--- src/pkg/smt_pkg.sv ---
/*
  Package for the static memory timing readback block: register map, field
  layout, reset values and timing constants.
  Assumes a 32-bit AXI4-Lite register bus and a 20 MHz system clock.
*/
package smt_pkg;
  localparam int          NUM_CS           = 3;
  localparam logic [7:0]  ADDR_CS0_TIMING  = 8'h00;
  localparam logic [7:0]  ADDR_CS1_TIMING  = 8'h04;
  localparam logic [7:0]  ADDR_CS2_TIMING  = 8'h08;
  localparam logic [7:0]  ADDR_STAGE_TIM   = 8'h10;
  localparam logic [7:0]  ADDR_DIRECT_CMD  = 8'h14;
  localparam logic [7:0]  ADDR_MUX_MODE    = 8'h18;
  localparam logic [7:0]  ADDR_WE_WIDTH    = 8'h1c;
  localparam logic [7:0]  ADDR_DIV_COUNT   = 8'h20;
  localparam int          TR_MSB           = 19;
  localparam int          TR_LSB           = 17;
  localparam int          WP_MSB           = 13;
  localparam int          WP_LSB           = 11;
  localparam int          CEOE_MSB         = 10;
  localparam int          CEOE_LSB         = 8;
  localparam int          WC_MSB           = 7;
  localparam int          WC_LSB           = 4;
  localparam int          RC_MSB           = 3;
  localparam int          RC_LSB           = 0;
  localparam int          CMD_CS_MSB       = 1;
  localparam int          CMD_CS_LSB       = 0;
  localparam int          CMD_UPDATE_BIT   = 31;
  localparam logic [19:0] TIMING_RESET     = 20'h2b3c2;
  localparam logic [31:0] TIMING_FIELDS    = 32'h000e3fff;
  localparam logic [2:0]  MIN_3BIT         = 3'h1;
  localparam logic [3:0]  MIN_WC           = 4'h3;
  localparam logic [3:0]  MIN_RC           = 4'h2;
  localparam logic [3:0]  MUX_WP_EXTRA     = 4'h3;
  localparam logic [3:0]  MUX_CEOE_EXTRA   = 4'h1;
  localparam int          SYS_CLK_HZ       = 20000000;
  localparam int          TIMING_CLK_DIV   = 2;
  localparam int          TIMING_CLK_HZ    = SYS_CLK_HZ / TIMING_CLK_DIV;
  localparam logic [1:0]  AXI_OKAY         = 2'h0;
  localparam logic [1:0]  AXI_SLVERR       = 2'h2;
endpackage

--- src/logic/smt_timing_bank.sv ---
/*
  Bank of per-chip-select timing registers, loaded only on an update
  command, read through a registered port.
  Assumes the caller has already checked the staged value.
*/
`timescale 1ns/1ns
module smt_timing_bank
  import smt_pkg::*;
(
  input  wire logic        aclk,
  input  wire logic        aresetn,
  input  wire logic        load,
  input  wire logic [1:0]  load_sel,
  input  wire logic [19:0] load_data,
  input  wire logic [1:0]  rd_sel,
  output logic      [19:0] rd_data,
  output logic      [59:0] all_data
);
  logic [19:0] bank [NUM_CS];

  genvar g;
  generate
    for (g = 0; g < NUM_CS; g++)
    begin : g_cs
      always_ff @(posedge aclk)
      begin
        if (!aresetn)
          bank[g] <= TIMING_RESET;
        else if (load && load_sel == 2'(g))
          bank[g] <= load_data;
      end
      assign all_data[g*20 +: 20] = bank[g];
    end
  endgenerate

  always_ff @(posedge aclk)
  begin
    if (!aresetn)
      rd_data <= TIMING_RESET;
    else if (rd_sel < 2'(NUM_CS))
      rd_data <= bank[rd_sel];
    else
      rd_data <= 20'h00000;
  end
endmodule

--- src/logic/smt_timing_readback.sv ---
/*
  Static memory timing readback: AXI4-Lite slave with a staging register,
  update command, three readback registers and the half-rate timing clock
  output with the effective write-pulse figure.
  Assumes a single aclk domain and one outstanding access per direction.
*/
// Contract
// - Turnaround field bits 19:17, 1..7 cycles
// - Write-pulse field bits 13:11, 1..7 cycles
// - OE delay field bits 10:8, 1..7
// - Write-cycle field bits 7:4, 3..15
// - Read-cycle field bits 3:0, 2..15
// - Timing clock runs at half system clock
// - Staged values apply only on update command; eff_write_pulse follows the staged write pulse without one
// - Multiplexed mode stretches write pulse one cycle
`timescale 1ns/1ns
module smt_timing_readback
  import smt_pkg::*;
(
  input  wire logic        aclk,
  input  wire logic        aresetn,
  input  wire logic [7:0]  s_axi_awaddr,
  input  wire logic        s_axi_awvalid,
  output logic             s_axi_awready,
  input  wire logic [31:0] s_axi_wdata,
  input  wire logic [3:0]  s_axi_wstrb,
  input  wire logic        s_axi_wvalid,
  output logic             s_axi_wready,
  output logic [1:0]       s_axi_bresp,
  output logic             s_axi_bvalid,
  input  wire logic        s_axi_bready,
  input  wire logic [7:0]  s_axi_araddr,
  input  wire logic        s_axi_arvalid,
  output logic             s_axi_arready,
  output logic [31:0]      s_axi_rdata,
  output logic [1:0]       s_axi_rresp,
  output logic             s_axi_rvalid,
  input  wire logic        s_axi_rready,
  output logic             memory_timing_clock,
  output logic [3:0]       eff_write_pulse,
  output logic [59:0]      cs_timing
);
  logic [7:0]  aw_addr;
  logic        aw_held;
  logic [31:0] w_data;
  logic [3:0]  w_strb;
  logic        w_held;
  logic [19:0] staged_timing;
  logic        mux_mode;
  logic        update;
  logic [1:0]  update_sel;
  logic        reject_stage;
  logic [19:0] bank_rd;
  logic [59:0] bank_all;
  logic [1:0]  rd_sel;
  logic        rd_pend;
  logic [7:0]  rd_addr;
  logic [31:0] div_count;
  logic [2:0]  staged_write_pulse;

  function automatic logic [31:0] merge(input logic [31:0] old, input logic [31:0] nw, input logic [3:0] be);
    logic [31:0] r;
    r = old;
    for (int i = 0; i < 4; i++)
      if (be[i])
        r[i*8 +: 8] = nw[i*8 +: 8];
    return r;
  endfunction

  function automatic logic [1:0] cs_index(input logic [7:0] a);
    logic [1:0] r;
    r = 2'h3;
    if (a == ADDR_CS0_TIMING)
      r = 2'h0;
    else if (a == ADDR_CS1_TIMING)
      r = 2'h1;
    else if (a == ADDR_CS2_TIMING)
      r = 2'h2;
    return r;
  endfunction

  // Codes below each field's minimum are prohibited, so they are refused
  function automatic logic timing_legal(input logic [19:0] t);
    return t[TR_MSB:TR_LSB] >= MIN_3BIT
        && t[WP_MSB:WP_LSB] >= MIN_3BIT
        && t[CEOE_MSB:CEOE_LSB] >= MIN_3BIT
        && t[WC_MSB:WC_LSB] >= MIN_WC
        && t[RC_MSB:RC_LSB] >= MIN_RC;
  endfunction

  assign staged_write_pulse = staged_timing[WP_MSB:WP_LSB];

  // Write address and data are taken independently, in either order
  always_ff @(posedge aclk)
  begin
    if (!aresetn)
    begin
      aw_held       <= 1'b0;
      aw_addr       <= 8'h00;
      s_axi_awready <= 1'b0;
    end
    else
    begin
      s_axi_awready <= !aw_held && !s_axi_awready && s_axi_awvalid;
      if (s_axi_awvalid && s_axi_awready)
      begin
        aw_held <= 1'b1;
        aw_addr <= s_axi_awaddr;
      end
      else if (aw_held && w_held && !s_axi_bvalid)
        aw_held <= 1'b0;
    end
  end

  always_ff @(posedge aclk)
  begin
    if (!aresetn)
    begin
      w_held       <= 1'b0;
      w_data       <= 32'h00000000;
      w_strb       <= 4'h0;
      s_axi_wready <= 1'b0;
    end
    else
    begin
      s_axi_wready <= !w_held && !s_axi_wready && s_axi_wvalid;
      if (s_axi_wvalid && s_axi_wready)
      begin
        w_held <= 1'b1;
        w_data <= s_axi_wdata;
        w_strb <= s_axi_wstrb;
      end
      else if (aw_held && w_held && !s_axi_bvalid)
        w_held <= 1'b0;
    end
  end

  // Register write and response; readback registers are read-only
  always_ff @(posedge aclk)
  begin
    if (!aresetn)
    begin
      staged_timing <= TIMING_RESET;
      mux_mode      <= 1'b0;
      update        <= 1'b0;
      update_sel    <= 2'h0;
      reject_stage  <= 1'b0;
      s_axi_bvalid  <= 1'b0;
      s_axi_bresp   <= AXI_OKAY;
    end
    else
    begin
      update <= 1'b0;
      if (s_axi_bvalid && s_axi_bready)
        s_axi_bvalid <= 1'b0;
      if (aw_held && w_held && !s_axi_bvalid)
      begin
        s_axi_bvalid <= 1'b1;
        s_axi_bresp  <= AXI_OKAY;
        unique case (aw_addr)
          ADDR_STAGE_TIM:
            staged_timing <= 20'(merge({12'h000, staged_timing}, w_data, w_strb) & TIMING_FIELDS);
          ADDR_DIRECT_CMD:
            if (w_strb[3] && w_data[CMD_UPDATE_BIT])
            begin
              if (timing_legal(staged_timing) && w_data[CMD_CS_MSB:CMD_CS_LSB] < 2'(NUM_CS))
              begin
                update       <= 1'b1;
                update_sel   <= w_data[CMD_CS_MSB:CMD_CS_LSB];
                reject_stage <= 1'b0;
              end
              else
              begin
                reject_stage <= 1'b1;
                s_axi_bresp  <= AXI_SLVERR;
              end
            end
          ADDR_MUX_MODE:
            if (w_strb[0])
              mux_mode <= w_data[0];
          ADDR_CS0_TIMING, ADDR_CS1_TIMING, ADDR_CS2_TIMING:
            s_axi_bresp <= AXI_SLVERR;
          default:
            s_axi_bresp <= AXI_SLVERR;
        endcase
      end
    end
  end

  smt_timing_bank u_bank
  (
    .aclk      (aclk),
    .aresetn   (aresetn),
    .load      (update),
    .load_sel  (update_sel),
    .load_data (staged_timing),
    .rd_sel    (rd_sel),
    .rd_data   (bank_rd),
    .all_data  (bank_all)
  );

  assign rd_sel = cs_index(s_axi_araddr);

  // Read: bank data registered one cycle after the address is taken
  always_ff @(posedge aclk)
  begin
    if (!aresetn)
    begin
      s_axi_arready <= 1'b0;
      rd_pend       <= 1'b0;
      rd_addr       <= 8'h00;
      s_axi_rvalid  <= 1'b0;
      s_axi_rdata   <= 32'h00000000;
      s_axi_rresp   <= AXI_OKAY;
    end
    else
    begin
      s_axi_arready <= !rd_pend && !s_axi_rvalid && !s_axi_arready && s_axi_arvalid;
      if (s_axi_arvalid && s_axi_arready)
      begin
        rd_pend <= 1'b1;
        rd_addr <= s_axi_araddr;
      end
      else if (rd_pend)
      begin
        rd_pend      <= 1'b0;
        s_axi_rvalid <= 1'b1;
        s_axi_rresp  <= AXI_OKAY;
        unique case (rd_addr)
          ADDR_CS0_TIMING, ADDR_CS1_TIMING, ADDR_CS2_TIMING:
            s_axi_rdata <= {12'h000, bank_rd};
          ADDR_STAGE_TIM:
            s_axi_rdata <= {12'h000, staged_timing};
          ADDR_DIRECT_CMD:
            s_axi_rdata <= {31'h00000000, reject_stage};
          ADDR_MUX_MODE:
            s_axi_rdata <= {31'h00000000, mux_mode};
          ADDR_WE_WIDTH:
            s_axi_rdata <= {28'h0000000, eff_write_pulse};
          ADDR_DIV_COUNT:
            s_axi_rdata <= div_count;
          default:
          begin
            s_axi_rdata <= 32'h00000000;
            s_axi_rresp <= AXI_SLVERR;
          end
        endcase
      end
      else if (s_axi_rvalid && s_axi_rready)
        s_axi_rvalid <= 1'b0;
    end
  end

  // Toggling every edge gives the half-rate timing clock without a second domain
  always_ff @(posedge aclk)
  begin
    if (!aresetn)
    begin
      memory_timing_clock <= 1'b0;
      div_count           <= 32'h00000000;
    end
    else
    begin
      memory_timing_clock <= !memory_timing_clock;
      if (memory_timing_clock)
        div_count <= div_count + 32'h00000001;
    end
  end

  // Multiplexed bus adds one timing cycle to the strobe; the sums in
  // multiplexed mode are left to software and not checked here
  always_ff @(posedge aclk)
  begin
    if (!aresetn)
      eff_write_pulse <= {1'b0, TIMING_RESET[WP_MSB:WP_LSB]};
    else if (mux_mode)
      eff_write_pulse <= {1'b0, staged_write_pulse} + 4'h1;
    else
      eff_write_pulse <= {1'b0, staged_write_pulse};
  end

  always_ff @(posedge aclk)
  begin
    if (!aresetn)
      cs_timing <= {NUM_CS{TIMING_RESET}};
    else
      cs_timing <= bank_all;
  end
endmodule

--- config.mk ---
export PLATFORM = sky130hd
export DESIGN_NAME = smt_timing_readback
export DESIGN_NICKNAME = d
export VERILOG_FILES = /design/src/pkg/smt_pkg.sv /design/src/logic/smt_timing_bank.sv /design/src/logic/smt_timing_readback.sv
export SDC_FILE = /design/constraint.sdc
export NUM_CORES = 1
export LEC_CHECK = 0
export BUFFER_PORTS_ARGS = -buffer_cell sky130_fd_sc_hd__buf_2
export CAP_MARGIN = 30
export CORE_ASPECT_RATIO = 0.5
export CORE_MARGIN = 2
export CORE_UTILIZATION = 30
export CTS_BUF_LIST = sky130_fd_sc_hd__clkbuf_8
export DETAILED_ROUTE_END_ITERATION = 8
export PLACE_DENSITY = 0.52
export SLEW_MARGIN = 20
export SYNTH_ARGS = -nofsm -noshare
export SYNTH_HDL_FRONTEND = slang
export SYNTH_HIERARCHICAL = 1
export SYNTH_SLANG_ARGS = --single-unit
--- constraint.sdc ---
create_clock -name aclk -period 4.95 [get_ports aclk]
set_input_delay 0.7425 -clock aclk [delete_from_list [all_inputs] [get_ports aclk]]
set_output_delay 0.7425 -clock aclk [all_outputs]
set_load 0.02 [all_outputs]
* Word level (Yosys, flattened, before mapping)
Memories as Yosys holds them, arrays and structs flattened. A register that Yosys moved wholly into a read port is not among the register bits. Cells that the tools add are included.
Word-level totals: flip-flop bits (word level) 236, bits in writable memories 54, output and inout port bits 106, word-level logic and storage cells 148, memories 1
Memory list:
- u_bank.bank | words 3, width 18, rd ports 4, clocked after Yosys merged registers in 3, wr ports 3, line smt_timing_bank.sv:19 | logic [19:0] bank [NUM_CS];
Operators by class: add/sub/neg operators 2, $lt $le $gt $ge 7, equality and inequality tests 14, multiplexer cells 33, bitwise gates (word level) 4, reductions and logical operators 57
Operators with widths (number):
- $pmux W32 S6 | 1
- $mux W18 | 4
- $eq A8 B5 Y1 const B | 7
- $add A32 B1 Y32 const B | 1
- $logic_and A1 B1 Y1 | 23
- $mux W1 | 21
- $eq A8 B3 Y1 const B | 2
- $eq A8 B4 Y1 const B | 2
- $logic_not A8 Y1 | 2
- $reduce_and A3 Y1 | 5
- $logic_not A1 Y1 | 12
- $mux W2 | 5
- $reduce_and A2 Y1 | 5
- $ge A3 B1 Y1 const B | 3
- $eq A8 B6 Y1 const B | 1
- $ge A4 B2 Y1 const B | 2
- $reduce_and A4 Y1 | 2
- $reduce_bool A2 Y1 | 4
- $reduce_or A8 Y1 | 1
- $add A3 B1 Y4 const B | 1
- $lt A2 B2 Y1 const B | 2
- $pmux W2 S2 | 1
- $mux W3 | 1
- $or A1 B1 Y1 | 3
- 6 further kinds | 6

* Logic depth before layout (Yosys ltp)
Gate-level depths: netlist (run 1).
depth in word-level cells 9, depth in mapped cells 8, gate-level depth less buffers 6

* By module
Netlist (run 1), hierarchy kept.
Modules (own cells, without submodules):
- smt_timing_readback | times used 1, cells an instance 880, area each 7832.5 um2, seq. area each 4003.8 um2
- smt_timing_bank | times used 1, cells an instance 241, area each 3239.4 um2, seq. area each 2202.1 um2

* Least setup slack after synthesis (run 1)
No wires, ideal clock.
path kind register to register, start register update_sel[1], end memory u_bank/bank[0][0] in the netlist's numbering, enable pin, library setup time 0.425 ns, arrival 2.084 ns, data required time 4.525 ns, path slack 2.441 ns, cell stages (with the launch flop) 4, period minus slack after synthesis 2.509 ns, path through dfxtp_1 nand2b_1 clkbuf_1 o21ai_0
RTL lines:
- start, declared | line smt_timing_readback.sv:51 | logic [1:0] update_sel;
- start signal, assigned | line smt_timing_readback.sv:169 | update_sel <= w_data[CMD_CS_MSB:CMD_CS_LSB];
- end, declared | line smt_timing_bank.sv:19

* Worst setup path in the final report (run 1)
start register aw_addr[5], end register update_sel[1]
Between the ends: longest elaborated chain between the ends 2
RTL lines:
- start, declared | line smt_timing_readback.sv:43 | logic [7:0] aw_addr;
- start signal, assigned | line smt_timing_readback.sv:108 | aw_addr <= s_axi_awaddr;
- $eq A8 B5 Y1 | line smt_timing_readback.sv:160 | unique case (aw_addr)
- $reduce_and A4 Y1 (no source line)
Every way passes these cells. A chain may end at the register's enable or synchronous reset.

==> flow_summary.json, run 1 <==
{
  "syn_avg_cell_area_um2": 9.88,
  "num_io_pins": 165,
  "wl_met3_um": 1510,
  "grt_usage": 0.154,
  "routabilityCongestion": 0.783,
  "tightest_slew_ps": 919,
  "ys_types": 56,
  "initial_core_util": 0.307,
  "cap_violations": 0,
  "multi_input_area_um2": 4510,
  "cts_tree": "done",
  "wl_met1_um": 13700,
  "vias": 8561,
  "setup-violations-final": 0,
  "nFillCells": 3654,
  "seq_area_frac_synth": 0.561,
  "ant_nets": 0,
  "core_area_um2": 36100,
  "die_w_um": 276,
  "dp_cells": 1688,
  "async_reset_ff_frac": 0,
  "grt_pass1_vias": 8399,
  "fin_tns_setup_ps": 0,
  "clockBufferDepth": 3,
  "drive_above_1_share": 0.184,
  "dpl.hpwl_um": 20400,
  "whs_ps": 408,
  "syn_area_um2": 11100,
  "cp-end-kind": "flip-flop",
  "fin_crit_ps": 2400,
  "drt_iter0_drc": 554,
  "slew_violations": 0,
  "cts-hold-fix-buffers": 0,
  "netlist_instances": 1121,
  "numClockSinks": 280,
  "nets": 1315,
  "cts_resized": 0,
  "timing.final.crit_share": 0.485,
  "critical_path.top_delay_family": "simple AND/OR/NAND/NOR gates",
  "crit_chain": "or4b_2, nor4_1, nor3b_2, mux2i_1",
  "final_cell_mix": "220 x dfxtp_1, 147 x buf_2, 141 x nand2_1",
  "register_area_um2": 6210,
  "viasPerCell": 4.84,
  "dr.max_layer_used": "met4",
  "cts_htree_levels": 2,
  "synthToLayoutAreaGrowth_pct": 18.2,
  "routed_wl_um": 29700,
  "critical_path_class": "reg -> reg",
  "grt_setup_unrepaired": "no",
  "slowest_delay_ps": 740,
  "layout_commonest_cell": "dfxtp_1",
  "detail_route.wl_per_cell_um": 16.8,
  "power_density_nw_per_um2": 349,
  "stdcell_area_um2": 13100,
  "cts.clk_slew.worst_paths_ps": 70,
  "post_cts_buffers": 0,
  "fp-row-count": 49,
  "cpMaxStageDelayCell": "or4b_2",
  "arrival_ps": 2910,
  "post-route-util": 0.362,
  "dpl_cell_area_um2": 12200,
  "drtPass1Iterations": 5,
  "hold_violations": 0,
  "path_buf_inv": 0,
  "fmax_mhz": 417,
  "outcome": "finished, final reports clean",
  "drc": 0,
  "routed-wl-met2_um": 13900,
  "root_buffer": "clkbuf_8",
  "fp.dieArea_um2": 38600,
  "worst_hold_path_type": "in -> reg",
  "cts_buffers": 45,
  "synth_enable_flop_cells": 60,
  "worst_slew_margin_rel": 0.386,
  "yosys_warnings": 6,
  "port_buffers": 148,
  "dieHeight_um": 140,
  "start_kind": "flip-flop",
  "diodes": 0,
  "fin_skew_ps": 23.0,
  "clock_latency_ps": 570,
  "grt_pass1_wl_um": 46700,
  "cp.required_ps": 5460,
  "peakVddDrop_mv": 0.147,
  "total_leakage_power_nw": 4.97,
  "overflow": 0,
  "finalNonFillerCells": 1767,
  "grt_max_degree": 81,
  "worst-path-max-fanout": 4,
  "antenna_found_initial": 0,
  "synth_flop_cell": "dfxtp_1",
  "ys_ff_latch": 280
}
flip-flops by register name (all words and copies together) (netlist names), 2 cells and up:
register / flops
cs_timing: 60
w_strb: 4
staged_timing: 18
eff_write_pulse: 4
w_data: 18
div_count: 32
s_axi_rdata: 32
u_bank/rd_data: 20
u_bank/bank: 60
update_sel: 2
rd_addr: 8
aw_addr: 8
worst register-to-register path, delay by kind of cell, from the launching register on:
kind / cells / cell delay [ps]
AND/OR/NAND/NOR: 3 / 1820
multiplexers: 1 / 230
flip-flops: 1 / 310
kinds of logic after synthesis:
| family | count (synthesis) | share of synthesized area |
|---|---|---|
| compound gates | 213 | 0.120 |
| xor+xnor | 13 | 0.0103 |
| other cells | 1 | 0.000339 |
| mux | 35 | 0.0328 |
| simple gates | 479 | 0.235 |
| fa+ha+maj | 4 | 0.00429 |
| flops | 280 | 0.561 |
| buf+inv | 96 | 0.0367 |
cell type report:
type,count,area share
flip-flops and latches,280,0.474
multi-input cells,752,0.344
repair buffers,160,0.0652
clock buffers,50,0.0526
well taps,484,0.0463
clock inverters,27,0.0135
inverters,14,0.00411
synthesized netlist by cell type (all sizes together), types with 15 or more instances:
| cell type | number | area, um^2 |
|---|---|---|
| o21ai | 46 | 230 |
| nor2 | 40 | 150 |
| or3 | 31 | 194 |
| nand3 | 29 | 145 |
| edfxtp | 60 | 1800 |
| nand2b | 56 | 350 |
| and2 | 85 | 532 |
| dfxtp | 220 | 4400 |
| clkbuf | 57 | 215 |
| nand3b | 15 | 113 |
| o211ai | 17 | 128 |
| buf | 25 | 139 |
| mux2i | 34 | 340 |
| a21oi | 81 | 405 |
| and3 | 18 | 113 |
| nand2 | 141 | 529 |
per-stage QoR:
| stage | setup WS [ps] | total power, mW |
|---|---|---|
| 6_report | 2550 | 4.57 |
| 5_1_grt | 2370 | 4.76 |
| 4_1_cts | 2290 | 4.63 |
| 3_5_place_dp | 1990 | 2.67 |
| 3_3_place_gp | 2050 | 2.66 |
| 2_1_floorplan | 2440 | 2.59 |
where the power goes:
part           switching, mW  total [mW]  leakage [nW]  internal, mW
clock                  0.916        1.95         0.500          1.03
combinational          0.138       0.210          2.16        0.0720
sequential            0.0303        2.41          2.31          2.38
total                   1.08        4.57          4.97          3.48
final timing paths:
path / from / endpoint / slack [ps] / cells past startpoint
worst max-delay path: aw_addr[5] / update_sel[1] / 2550 / 4
worst min-delay path: s_axi_wdata[10] / w_data[10] / 410 / 3
worst max register to register: aw_addr[5] / update_sel[1] / 2550 / 4
worst min register to register: s_axi_rvalid / s_axi_arready / 440 / 1
metal layers:
metal | GRT usage | vias up
li1 | - | 4194
met4 | 0.0424 | 0
met3 | 0.0293 | 51
met1 | 0.210 | 4134
met2 | 0.249 | 182
met5 | 0 | -
Note: power is estimated with default switching activity, not from simulation.
==> run 2: changes to the inputs <==
- clock period: 4.95 -> 2.41 ns (I/O delays scaled with it)
==> flow_summary.json, run 2 (synthesized netlist as in run 1, its figures left out) <==
{
  "outcome": "finished, final reports clean",
  "timing.final.crit_share": 0.949,
  "port_buffers": 148,
  "fin_tns_setup_ps": 0,
  "drc": 0,
  "ant_nets": 0,
  "arrival_ps": 2770,
  "drive_above_1_share": 0.192,
  "root_buffer": "clkbuf_8",
  "viasPerCell": 4.77,
  "stdcell_area_um2": 13300,
  "whs_ps": 29.2,
  "core_area_um2": 36100,
  "fin_skew_ps": 17.1,
  "setup_slack_ps": 123,
  "cp.required_ps": 2890,
  "worst-path-max-fanout": 12,
  "fin_crit_ps": 2290,
  "dpl.hpwl_um": 20800,
  "critical_path_class": "reg -> reg",
  "totalPowerFinal_mw": 9.33,
  "min_to": "w_strb[0]",
  "clockBufferDepth": 3,
  "tightest_slew_ps": 791,
  "cp-end-kind": "flip-flop",
  "grt_pass1_vias": 8356,
  "cts_buffers": 44,
  "fmax_mhz": 437,
  "total_leakage_power_nw": 5.09,
  "diodes": 0,
  "clock_latency_ps": 570,
  "cts.clk_slew.worst_paths_ps": 70,
  "place_ws_ps": 132,
  "routabilityCongestion": 0.773,
  "post_cts_buffers": 0,
  "reg2reg_depth": 5,
  "detail_route.wl_per_cell_um": 16.7,
  "cts_htree_levels": 2,
  "dieHeight_um": 140,
  "start_kind": "flip-flop",
  "final_cell_mix": "220 x dfxtp_1, 147 x buf_2, 141 x nand2_1",
  "slew_violations": 0,
  "synthToLayoutAreaGrowth_pct": 20.0,
  "vias": 8562,
  "worst_hold_path_type": "in -> reg",
  "holdPathStages": 3,
  "grt_pass1_wl_um": 46500,
  "overflow": 0,
  "setup-violations-final": 0,
  "grt_setup_unrepaired": "no",
  "cts_resized": 0,
  "holdCritStartpoint": "s_axi_wstrb[0]",
  "reg2reg_from": "aw_addr[5]",
  "reg.largest.list": "cs_timing x60, u_bank/bank x60",
  "fp.dieArea_um2": 38600,
  "antenna_found_initial": 0,
  "cap_violations": 0,
  "die_w_um": 276,
  "drtPass1Iterations": 5,
  "fp-row-count": 49,
  "initial_core_util": 0.307,
  "num_io_pins": 165,
  "worst_slew_margin_rel": 0.473,
  "layout_commonest_cell": "dfxtp_1",
  "power_density_nw_per_um2": 702,
  "numClockSinks": 280,
  "peakVddDrop_mv": 0.255,
  "grt_max_degree": 64,
  "grt_usage": 0.153,
  "cts_tree": "done",
  "routed_wl_um": 29900,
  "r2r_end": "staged_timing[3]",
  "r2r_setup_slack_ps": 120,
  "dpl_cell_area_um2": 12400,
  "hold_violations": 0,
  "nets": 1339,
  "drt_iter0_drc": 533
}
-- run 2: changes by cell type in the layout (fill, tap and decap cells not counted), sizes merged --
cell / delta
buf: +18
clkbuf: +1
dlygate4sd3: +7
inv: +2
bufinv: -1
-- run 2: how the worst max path moves through the flow --
| stage | startpoint | to | slack, ps | cells after the start |
|---|---|---|---|---|
| 6_report | aw_addr[5] | staged_timing[3] | 120 | 5 |
| 4_1_cts | aw_addr[5] | staged_timing[3] | 110 | 5 |
| 2_1_floorplan | memory_timing_clock | div_count[31] | 290 | 6 |
| 3_3_place_gp | aw_addr[5] | staged_timing[5] | 240 | 5 |
| 5_1_grt | aw_addr[5] | staged_timing[3] | 10 | 5 |
| 3_5_place_dp | aw_addr[5] | staged_timing[3] | 130 | 5 |
-- run 2: repair_timing --
action                                  4_1_cts  5_1_grt
endpoints found under the setup margin        0        0
hold endpoints to repair                      7        0
hold buffers                                  7        0
-- run 2: report_power, final --
part / total (mW) / switching (mW) / internal, mW
Combinational: 0.456 / 0.291 / 0.165
Sequential: 4.94 / 0.0605 / 4.88
Clock: 3.93 / 1.88 / 2.05
-- run 2: per-layer routing --
metal,GRT usage,vias to the layer above,part of all wire
met5,0,-,0
met4,0.0504,0,0.025
met3,0.0316,49,0.054
met2,0.238,202,0.45
met1,0.212,4076,0.47
li1,-,4235,-
-- run 2: worst max-delay path, stage by stage, from the launching register on --
cell and delay (ps):
dfxtp_1 310, or4b_2 740, nor4b_2 250, buf_4 240
and2_1 420, mux2i_1 240
-- run 2: layout make-up --
cell class / instances / area [um^2]
Fill cell: 3605 / 22800
Sequential cell: 280 / 6210
Multi-Input combinational cell: 752 / 4500
Timing Repair Buffer: 185 / 1060
Clock buffer: 51 / 702
Tap cell: 484 / 606
Clock inverter: 28 / 153
Inverter: 14 / 53.8
-- run 2: metrics by stage --
| step | util | cells |
|---|---|---|
| 2_1_floorplan | - | 1128 |
| 3_3_place_gp | 0.342 | 1708 |
| 3_5_place_dp | 0.342 | 1708 |
| 4_1_cts | 0.368 | 1794 |
| 5_1_grt | 0.368 | 1794 |
| 6_report | 0.368 | 1794 |
